**config.mk**
```make
export PLATFORM = sky130hd
export DESIGN_NAME = timer_sleep_reload_control
export DESIGN_NICKNAME = d
export VERILOG_FILES = /design/src/inc/timer_ctl_pkg.sv /design/src/hdl/input_noise_filter.sv /design/src/hdl/axi_lite_regs_slave.sv /design/src/hdl/timer_sleep_reload_control.sv
export SDC_FILE = /design/constraint.sdc
export NUM_CORES = 1
export LEC_CHECK = 0
export ABC_AREA = 0
export BUFFER_PORTS_ARGS = -buffer_cell sky130_fd_sc_hd__buf_2
export CAP_MARGIN = 20
export CORE_MARGIN = 1
export CORE_UTILIZATION = 30
export DETAILED_ROUTE_END_ITERATION = 12
export SLEW_MARGIN = 20
export SYNTH_ARGS = -nofsm -noshare
export SYNTH_HDL_FRONTEND = slang
export SYNTH_SLANG_ARGS = --single-unit
```
**constraint.sdc**
```tcl
create_clock -name clk_sys -period 2.6 [get_ports clk_sys]
set_input_delay 0 -clock clk_sys [delete_from_list [all_inputs] [get_ports clk_sys]]
set_output_delay 0 -clock clk_sys [all_outputs]
set_load 0.05 [all_outputs]
```
**src/inc/timer_ctl_pkg.sv**
```systemverilog
// Shared constants and carriers of the timer control block
package timer_ctl_pkg;
  localparam int unsigned ADDR_W = 12;
  localparam logic [11:0] OFF_CONTROL = 12'h000;
  localparam logic [11:0] OFF_RELOAD = 12'h004;
  localparam logic [11:0] OFF_COUNT = 12'h008;
  localparam logic [15:0] CONTROL_RESET = 16'h0200;
  localparam logic [15:0] CONTROL_WRITABLE = 16'h07ff;
  localparam logic [15:0] RELOAD_RESET = 16'hffff;
  localparam logic [15:0] WRAP_LOW = 16'h0000;
  localparam logic [15:0] WRAP_HIGH = 16'hffff;
  localparam logic [15:0] STEP_ONE = 16'h0001;
  localparam logic [1:0] RESP_OKAY = 2'b00;
  localparam logic [1:0] RESP_SLVERR = 2'b10;
  localparam int unsigned FILTER_DEPTH = 3;

  // Mode field encoding, 00 timer up to 11 measurement
  typedef enum logic [1:0] {MODE_TIMER, MODE_EVENT, MODE_ONESHOT, MODE_MEASURE} mode_e;

  // Control register layout, bit 15 first
  typedef struct packed {
    logic [2:0] reserved;
    logic clockRequestStatus;
    logic sleepStatus;
    logic outputPolarity;
    logic powerDown;
    logic filterBypass;
    logic reloadOnWrap;
    logic outputEnable;
    logic upDown;
    logic inputPolarity;
    mode_e mode;
    logic timerReset;
    logic timerEnable;
  } timer_control_s;

  // One register write as presented to the register file
  typedef struct packed {
    logic [11:0] addr;
    logic [31:0] data;
    logic [3:0] strb;
  } reg_write_s;
endpackage

```
**src/hdl/input_noise_filter.sv**
```systemverilog
// Majority-free noise filter: output follows only a stable input
module input_noise_filter #(
  parameter int unsigned DEPTH = timer_ctl_pkg::FILTER_DEPTH
) (
  input wire logic clk_sys,
  input wire logic rst,
  input wire logic sampleEn,
  input wire logic rawIn,
  output logic filtered
);
  logic [DEPTH-1:0] samples_reg;
  logic filtered_reg;
  logic allHigh, allLow;

  // A level passes only after DEPTH equal samples
  assign allHigh = &samples_reg;
  assign allLow = ~|samples_reg;
  assign filtered = filtered_reg;

  // Shift in samples, change output on agreement
  always_ff @(posedge clk_sys or posedge rst) begin
    if (rst) begin
      samples_reg <= '0;
      filtered_reg <= 1'b0;
    end else if (sampleEn) begin
      samples_reg <= {samples_reg[DEPTH-2:0], rawIn};
      if (allHigh) filtered_reg <= 1'b1;
      else if (allLow) filtered_reg <= 1'b0;
    end
  end
endmodule

```
**src/hdl/axi_lite_regs_slave.sv**
```systemverilog
// AXI4-Lite slave front end for the timer register window
module axi_lite_regs_slave (
  input wire logic clk_sys,
  input wire logic rst,
  input wire logic clkEn,
  input wire logic awvalid,
  output logic awready,
  input wire logic [11:0] awaddr,
  input wire logic wvalid,
  output logic wready,
  input wire logic [31:0] wdata,
  input wire logic [3:0] wstrb,
  output logic bvalid,
  input wire logic bready,
  output logic [1:0] bresp,
  input wire logic arvalid,
  output logic arready,
  input wire logic [11:0] araddr,
  output logic rvalid,
  input wire logic rready,
  output logic [31:0] rdata,
  output logic [1:0] rresp,
  output timer_ctl_pkg::reg_write_s writeReq,
  output logic writeFire,
  output logic [11:0] readAddr,
  input wire logic [31:0] readData
);
  logic awHeld_reg, wHeld_reg, bvalid_reg, rvalid_reg;
  logic [11:0] awAddr_reg;
  logic [31:0] wData_reg, rdata_reg;
  logic [3:0] wStrb_reg;
  logic [1:0] bresp_reg, rresp_reg;
  logic awTake, wTake, arTake, wrMapped, rdMapped;

  // Write channels close while a write answer is pending
  assign awready = !awHeld_reg && !bvalid_reg;
  assign wready = !wHeld_reg && !bvalid_reg;
  assign awTake = awvalid && awready;
  assign wTake = wvalid && wready;
  assign writeFire = (awHeld_reg || awTake) && (wHeld_reg || wTake);
  assign writeReq.addr = awHeld_reg ? awAddr_reg : awaddr;
  assign writeReq.data = wHeld_reg ? wData_reg : wdata;
  assign writeReq.strb = wHeld_reg ? wStrb_reg : wstrb;
  assign arready = !rvalid_reg;
  assign arTake = arvalid && arready;
  assign readAddr = araddr;
  assign bvalid = bvalid_reg;
  assign bresp = bresp_reg;
  assign rvalid = rvalid_reg;
  assign rdata = rdata_reg;
  assign rresp = rresp_reg;

  // Unmapped words answer with a slave error
  assign wrMapped = writeReq.addr[11:2] inside {timer_ctl_pkg::OFF_CONTROL[11:2],
    timer_ctl_pkg::OFF_RELOAD[11:2], timer_ctl_pkg::OFF_COUNT[11:2]};
  assign rdMapped = araddr[11:2] inside {timer_ctl_pkg::OFF_CONTROL[11:2],
    timer_ctl_pkg::OFF_RELOAD[11:2], timer_ctl_pkg::OFF_COUNT[11:2]};

  // Write side: hold whichever half came first
  always_ff @(posedge clk_sys or posedge rst) begin
    if (rst) begin
      awHeld_reg <= 1'b0;
      wHeld_reg <= 1'b0;
      bvalid_reg <= 1'b0;
      awAddr_reg <= '0;
      wData_reg <= '0;
      wStrb_reg <= '0;
      bresp_reg <= timer_ctl_pkg::RESP_OKAY;
    end else if (clkEn) begin
      if (writeFire) begin
        awHeld_reg <= 1'b0;
        wHeld_reg <= 1'b0;
        bvalid_reg <= 1'b1;
        bresp_reg <= wrMapped ? timer_ctl_pkg::RESP_OKAY : timer_ctl_pkg::RESP_SLVERR;
      end else begin
        if (awTake) awHeld_reg <= 1'b1;
        if (awTake) awAddr_reg <= awaddr;
        if (wTake) wHeld_reg <= 1'b1;
        if (wTake) wData_reg <= wdata;
        if (wTake) wStrb_reg <= wstrb;
        if (bvalid_reg && bready) bvalid_reg <= 1'b0;
      end
    end
  end

  // Read side: data captured at the address edge
  always_ff @(posedge clk_sys or posedge rst) begin
    if (rst) begin
      rvalid_reg <= 1'b0;
      rdata_reg <= '0;
      rresp_reg <= timer_ctl_pkg::RESP_OKAY;
    end else if (clkEn) begin
      if (arTake) begin
        rvalid_reg <= 1'b1;
        rdata_reg <= readData;
        rresp_reg <= rdMapped ? timer_ctl_pkg::RESP_OKAY : timer_ctl_pkg::RESP_SLVERR;
      end else if (rvalid_reg && rready) begin
        rvalid_reg <= 1'b0;
      end
    end
  end
endmodule

```
**src/hdl/timer_sleep_reload_control.sv**
```systemverilog
// 16-bit timer with sleep, power-down, filter and reload control
//
// Our own choice: the AXI4-Lite register port.
module timer_sleep_reload_control (
  input wire logic clk_sys,
  input wire logic rst,
  input wire logic clkEn,
  input wire logic awvalid,
  output logic awready,
  input wire logic [11:0] awaddr,
  input wire logic wvalid,
  output logic wready,
  input wire logic [31:0] wdata,
  input wire logic [3:0] wstrb,
  output logic bvalid,
  input wire logic bready,
  output logic [1:0] bresp,
  input wire logic arvalid,
  output logic arready,
  input wire logic [11:0] araddr,
  output logic rvalid,
  input wire logic rready,
  output logic [31:0] rdata,
  output logic [1:0] rresp,
  input wire logic sleepRequest,
  input wire logic timerInputPin,
  output logic timerOutputPin,
  output logic clockRequest
);
  timer_ctl_pkg::timer_control_s ctl_reg, ctlNext, ctlView;
  timer_ctl_pkg::reg_write_s writeReq;
  logic [15:0] ctlBits;
  logic [15:0] count_reg, countNext;
  logic [15:0] reload_reg, reloadNext, reloadMerged;
  logic oneShotRun_reg, runNext;
  logic measArmed_reg, armNext;
  logic outLevel_reg, outLevelNext;
  logic prevIn_reg;
  logic clockRequest_reg, clockRequestNext;
  logic timerOutputPin_reg, pinNext;
  logic writeFire;
  logic [11:0] readAddr;
  logic [31:0] readData;
  logic filtered, inSelected, inLevel, inEdge;
  logic timerGate, holdReset, enableClr, toggle, doStep, stepUp;
  logic writeCtl, writeReload, hitCtl, hitReload, hitCount;
  logic rawOut;

  axi_lite_regs_slave busSlave (
    .clk_sys(clk_sys),
    .rst(rst),
    .clkEn(clkEn),
    .awvalid(awvalid),
    .awready(awready),
    .awaddr(awaddr),
    .wvalid(wvalid),
    .wready(wready),
    .wdata(wdata),
    .wstrb(wstrb),
    .bvalid(bvalid),
    .bready(bready),
    .bresp(bresp),
    .arvalid(arvalid),
    .arready(arready),
    .araddr(araddr),
    .rvalid(rvalid),
    .rready(rready),
    .rdata(rdata),
    .rresp(rresp),
    .writeReq(writeReq),
    .writeFire(writeFire),
    .readAddr(readAddr),
    .readData(readData)
  );

  assign timerGate = clkEn && !ctl_reg.powerDown;

  input_noise_filter #(
    .DEPTH(timer_ctl_pkg::FILTER_DEPTH)
  ) inFilter (
    .clk_sys(clk_sys),
    .rst(rst),
    .sampleEn(timerGate),
    .rawIn(timerInputPin),
    .filtered(filtered)
  );

  assign inSelected = ctl_reg.filterBypass ? timerInputPin : filtered;
  assign inLevel = ctl_reg.inputPolarity ? inSelected : !inSelected;
  assign inEdge = inLevel && !prevIn_reg;

  // Word decode of the register window
  assign writeCtl = writeFire && (writeReq.addr[11:2] == timer_ctl_pkg::OFF_CONTROL[11:2]);
  assign writeReload = writeFire && (writeReq.addr[11:2] == timer_ctl_pkg::OFF_RELOAD[11:2]);
  assign hitCtl = readAddr[11:2] == timer_ctl_pkg::OFF_CONTROL[11:2];
  assign hitReload = readAddr[11:2] == timer_ctl_pkg::OFF_RELOAD[11:2];
  assign hitCount = readAddr[11:2] == timer_ctl_pkg::OFF_COUNT[11:2];

  // sleep and the reset bit both hold the count
  assign holdReset = sleepRequest || ctl_reg.timerReset;

  // Reload lanes; measurement owns the register, so writes drop
  always_comb begin
    reloadMerged = reload_reg;
    if (writeReload && (ctl_reg.mode != timer_ctl_pkg::MODE_MEASURE)) begin
      if (writeReq.strb[0]) reloadMerged[7:0] = writeReq.data[7:0];
      if (writeReq.strb[1]) reloadMerged[15:8] = writeReq.data[15:8];
    end
  end

  // Counter next state per mode
  always_comb begin
    countNext = count_reg;
    reloadNext = reloadMerged;
    runNext = oneShotRun_reg;
    armNext = measArmed_reg;
    enableClr = 1'b0;
    toggle = 1'b0;
    doStep = 1'b0;
    stepUp = 1'b0;
    if (holdReset) begin
      countNext = reload_reg;
      runNext = 1'b0;
      armNext = 1'b0;
    end else if (ctl_reg.mode == timer_ctl_pkg::MODE_ONESHOT) begin
      if (oneShotRun_reg) begin
        // one-shot ends at zero, no reload
        if (count_reg == timer_ctl_pkg::WRAP_LOW) runNext = 1'b0;
        else countNext = count_reg - timer_ctl_pkg::STEP_ONE;
      end else if (ctl_reg.timerEnable) begin
        runNext = 1'b1;
        enableClr = 1'b1;
        countNext = reload_reg;
      end
    end else if (ctl_reg.timerEnable) begin
      // an enabled timer counts on from its current count, without a reload
      // mode field picks the count source
      unique case (ctl_reg.mode)
        timer_ctl_pkg::MODE_TIMER: doStep = !(ctl_reg.upDown && !inLevel);
        timer_ctl_pkg::MODE_EVENT: begin
          doStep = inEdge;
          stepUp = ctl_reg.upDown;
        end
        timer_ctl_pkg::MODE_ONESHOT: doStep = 1'b0;
        timer_ctl_pkg::MODE_MEASURE: begin
          if (inEdge) begin
            if (measArmed_reg) reloadNext = count_reg;
            countNext = timer_ctl_pkg::WRAP_LOW;
            armNext = 1'b1;
          end else if (count_reg == timer_ctl_pkg::WRAP_HIGH) begin
            reloadNext = timer_ctl_pkg::WRAP_LOW;
            enableClr = 1'b1;
          end else begin
            countNext = count_reg + timer_ctl_pkg::STEP_ONE;
          end
        end
      endcase
      if (doStep && stepUp) begin
        if (count_reg == timer_ctl_pkg::WRAP_HIGH) begin
          toggle = 1'b1;
          countNext = ctl_reg.reloadOnWrap ? reload_reg : timer_ctl_pkg::WRAP_LOW;
        end else begin
          countNext = count_reg + timer_ctl_pkg::STEP_ONE;
        end
      end else if (doStep) begin
        if (count_reg == timer_ctl_pkg::WRAP_LOW) begin
          toggle = 1'b1;
          // else roll under to all ones
          countNext = ctl_reg.reloadOnWrap ? reload_reg : timer_ctl_pkg::WRAP_HIGH;
        end else begin
          countNext = count_reg - timer_ctl_pkg::STEP_ONE;
        end
      end
    end
  end

  // Control next value: hardware clears first, then the software write
  always_comb begin
    ctlBits = ctl_reg;
    if (timerGate && (ctl_reg.timerReset || enableClr)) ctlBits[0] = 1'b0;
    if (timerGate && ctl_reg.timerReset) ctlBits[1] = 1'b0;
    // status and reserved bits are masked off
    if (writeCtl && writeReq.strb[0]) begin
      ctlBits[7:0] = writeReq.data[7:0] & timer_ctl_pkg::CONTROL_WRITABLE[7:0];
    end
    if (writeCtl && writeReq.strb[1]) begin
      ctlBits[15:8] = writeReq.data[15:8] & timer_ctl_pkg::CONTROL_WRITABLE[15:8];
    end
    ctlNext = timer_ctl_pkg::timer_control_s'(ctlBits);
  end

  // request the clock only while counting can happen
  assign clockRequestNext = !sleepRequest && !ctl_reg.powerDown
    && (ctl_reg.timerEnable || oneShotRun_reg || ctl_reg.timerReset);

  // Output level cleared while the timer is stopped
  assign outLevelNext = (!ctl_reg.timerEnable || holdReset) ? 1'b0 : (outLevel_reg ^ toggle);
  assign rawOut = (ctl_reg.mode == timer_ctl_pkg::MODE_ONESHOT) ? oneShotRun_reg : outLevel_reg;

  // polarity sets pulse or idle level; disabled pin drives low
  assign pinNext = ctl_reg.outputEnable ? (rawOut ^ ctl_reg.outputPolarity) : 1'b0;

  // Read view with live status bits
  always_comb begin
    ctlView = ctl_reg;
    ctlView.reserved = '0;
    ctlView.clockRequestStatus = clockRequest_reg;
    ctlView.sleepStatus = sleepRequest;
  end

  // control word at offset zero, upper half zero
  assign readData = hitCtl ? {16'h0000, ctlView}
    : hitReload ? {16'h0000, reload_reg}
    : hitCount ? {16'h0000, count_reg}
    : 32'h0000_0000;

  assign clockRequest = clockRequest_reg;
  assign timerOutputPin = timerOutputPin_reg;

  always_ff @(posedge clk_sys or posedge rst) begin
    if (rst) begin
      ctl_reg <= timer_ctl_pkg::timer_control_s'(timer_ctl_pkg::CONTROL_RESET);
    end else if (clkEn) begin
      ctl_reg <= ctlNext;
    end
  end

  // Reload keeps accepting writes while powered down
  always_ff @(posedge clk_sys or posedge rst) begin
    if (rst) begin
      reload_reg <= timer_ctl_pkg::RELOAD_RESET;
    end else if (clkEn) begin
      reload_reg <= ctl_reg.powerDown ? reloadMerged : reloadNext;
    end
  end

  always_ff @(posedge clk_sys or posedge rst) begin
    if (rst) begin
      count_reg <= timer_ctl_pkg::RELOAD_RESET;
      oneShotRun_reg <= 1'b0;
      measArmed_reg <= 1'b0;
      outLevel_reg <= 1'b0;
      prevIn_reg <= 1'b0;
    end else if (timerGate) begin
      count_reg <= countNext;
      oneShotRun_reg <= runNext;
      measArmed_reg <= armNext;
      outLevel_reg <= outLevelNext;
      prevIn_reg <= inLevel;
    end
  end

  // Pin and clock request registered so the status bit matches
  always_ff @(posedge clk_sys or posedge rst) begin
    if (rst) begin
      clockRequest_reg <= 1'b0;
      timerOutputPin_reg <= 1'b0;
    end else if (clkEn) begin
      clockRequest_reg <= clockRequestNext;
      timerOutputPin_reg <= pinNext;
    end
  end
endmodule

```
==> summary.txt <==
Place
  – Hpwl dp: 16.1 mm
  – Placed Area: 7810 sq um
  – Routability cong.: 0.975
  – Port bufs: 72
  – Pre-CTS WS: -152 ps
  – Post-Place Cells: 1122

Clock network
  – H-tree depth: 3
  – Clock tree buffer depth: 2
  – Clock sinks: 103
  – Skew-Pair Late Insertion Delay: 370 ps
  – Root Buffer: clkbuf_16
  – CTS tree: yes
  – Clock Pin Slew Worst Setup and Hold Paths: 70 ps
  – Num CTS Buffers: 9

Synthesis
  – Synth Warn #: 0
  – Post-synthesis cell area: 6590 sq um
  – FF+latch count, synth: 103
  – Top post-synthesis cells by count: nand2_1, dfrtp_1, nor2_1
  – Synth top area cells: dfrtp_1, dfstp_2, mux2_2
  – Post-synth top area share: 26.6%
  – Mean area per synthesized cell: 9.07 sq um
  – Syn Inst Count: 727
  – Number of synthesized flops with an enable pin: 0
  – Most frequently used flop master after synthesis: dfrtp_1
  – Post-synthesis sequential area ratio: 39.7%
  – Most frequent cell after synthesis: nand2_1
  – Area leader, netlist: dfrtp_1
  – Asr flop ratio synth: 100%
  – Netlist cell types: 68

Die
  – Io pins: 113
  – Starting Density: 31.0%
  – Die H: 150 microns
  – Die area: 22600 sq um
  – Num rows: 53
  – Core Area: 21300 sq um
  – Die Wd: 150 microns

Setup path
  – Crit Path Max Fanout: 15
  – RR Startpoint: count_reg[9]
  – Critical path endpoint category: flip-flop
  – Worst EP required: 2890 ps
  – Setup Crit Path Kind: reg -> reg
  – Setup crit start: count_reg[9]
  – Crit path DAT: 2890 ps
  – Flop-to-flop setup slack: 1 ps
  – Worst Reg2Reg Path Length in Cells: 7
  – Critical Path End: count_reg[7]
  – Worst R2R End: count_reg[7]
  – Crit start category: flip-flop

Timing
  – Post-route clock period utilization: 99.9%
  – Fin. Hold Viols: 0
  – PnR worst setup slack: 1.47 ps
  – Final setup viols: 0
  – Worst-margin pin slew: 1030 ps
  – Max frequency: 385 MHz
  – Worst hold-check slack: 40.9 ps
  – Slew headroom: 31.2%
  – Final Max Tran Viols: 0
  – RSZ-0062 raised after global routing: yes
  – Skew final: 13.5 ps
  – Fin crit period: 2600 ps

Drt
  – WL/cell: 18.3 microns
  – DRC: 0
  – DR iter-0 viols: 588
  – M1 WL: 9.82 mm
  – Met2 Routed Length: 9.14 mm
  – Drt via density: 5.50
  – Vias: 6474
  – Total wire length: 21.5 mm
  – Final ANT Viol Nets: 0
  – Metal3 WL: 2.00 mm
  – Top layer in use: met4
  – Pre-Repair DR Iteration Count: 7

Outcome
  – Status: finished clean

Finish
  – Post-route insts no fill: 1178
  – Ratio of cells with drive above 1 in the final layout: 34.0%
  – P&R area growth vs syn: 31.1%
  – N_diodes: 0
  – Final net count: 971
  – Design Area, Final: 8640 sq um

Run
  – Max-cap violations: 0

Power and ir drop
  – Pwr/cell area: 739 nW/um^2
  – Lkg Pwr: 3.75 nW
  – Max IR drop VDD: 0.357 mV
  – Total power: 6.38 mW

GRT
  – Largest net degree at the start of global routing: 104
  – Vias in the first global route: 6265
  – Initial antenna violation count: 0
  – First-pass GRT wire length: 34.3 mm
  – Grt ovf: 0
  – Global Route Usage Sum: 19.9%

Min path
  – Worst min path class: in -> reg
## layer usage
metal  global-route usage (%)  up-vias
li1                         -     2988
met3                     4.48       44
met1                     27.7     3117
met4                     7.58        0
met2                     29.6      325
met5                        0        -
## cell families after synthesis
family          after synthesis  share of synthesized area, %
compound gates              196                          20.4
xor+xnor                     22                          2.92
fa+ha+maj                     3                         0.569
buf+inv                      87                          6.17
flops                       103                          39.7
mux                          74                          12.1
other cells                   1                        0.0569
simple gates                241                          18.0
## how the worst min path moves through the flow
stage                         endpoint     startpoint  slack, ps  cells after the start
4_1_cts             busSlave.rdata[14]      araddr[5]         40                      4
6_report            busSlave.rdata[14]      araddr[5]         40                      4
5_1_grt             busSlave.rdata[14]      araddr[5]         80                      4
2_1_floorplan  inFilter.samples_reg[0]  timerInputPin        110                      2
3_3_place_gp     busSlave.wData_reg[3]            rst        210                      3
3_5_place_dp     busSlave.wData_reg[7]            rst        220                      3
## cell type report
cell class	instances	area (sq um)
flip-flops and latches	103	2620
clock buffers	9	225
well taps	275	344
repair buffers	212	1530
inverters	18	71.3
fillers	2140	12600
multi-input cells	554	3770
clock inverters	7	88.8
## report_power, final
| group | switching [mW] | total, mW | leakage [nW] | internal (mW) |
|---|---|---|---|---|
| Clock | 0.668 | 1.44 | 0.152 | 0.770 |
| Combinational | 1.43 | 2.61 | 2.35 | 1.18 |
| Sequential | 0.314 | 2.33 | 1.25 | 2.02 |
## cells in the final DEF (no fill, tap or decap), types with 20 or more instances in the layout
cell type / count
a21oi_1: 31
a22o_1: 20
buf_2: 72
buf_4: 100
dfrtp_1: 70
dfstp_2: 33
dlygate4sd3_1: 34
mux2_2: 48
mux2i_1: 26
nand2_1: 82
nand3_1: 22
nor2_1: 53
o21ai_0: 40
## critical path: stages, from the launching register on
cell and delay, ps:
dfstp_2 550, nand3_2 80, or2_1 260, or4_4 570, o21a_4 230, o31a_1 380
buf_6 190, a211o_1 260
## through the flow
stage / TNS, ps / utilization [%]
4_1_cts: 0 / 40.0
3_3_place_gp: -208 / 36.7
3_5_place_dp: -438 / 36.7
5_1_grt: -186 / 40.6
6_report: 0 / 40.6
2_1_floorplan: -11.4 / -
## timing repair
action | 4_1_cts | 5_1_grt
hold endpoints to repair | 103 | 0
buffers inserted | 3 | 4
pin swaps | 3 | 6
hold buffers | 34 | 0
endpoints found under the setup margin | 7 | 23
resized for setup | 6 | 30
Power figures use the tool's default switching activity.
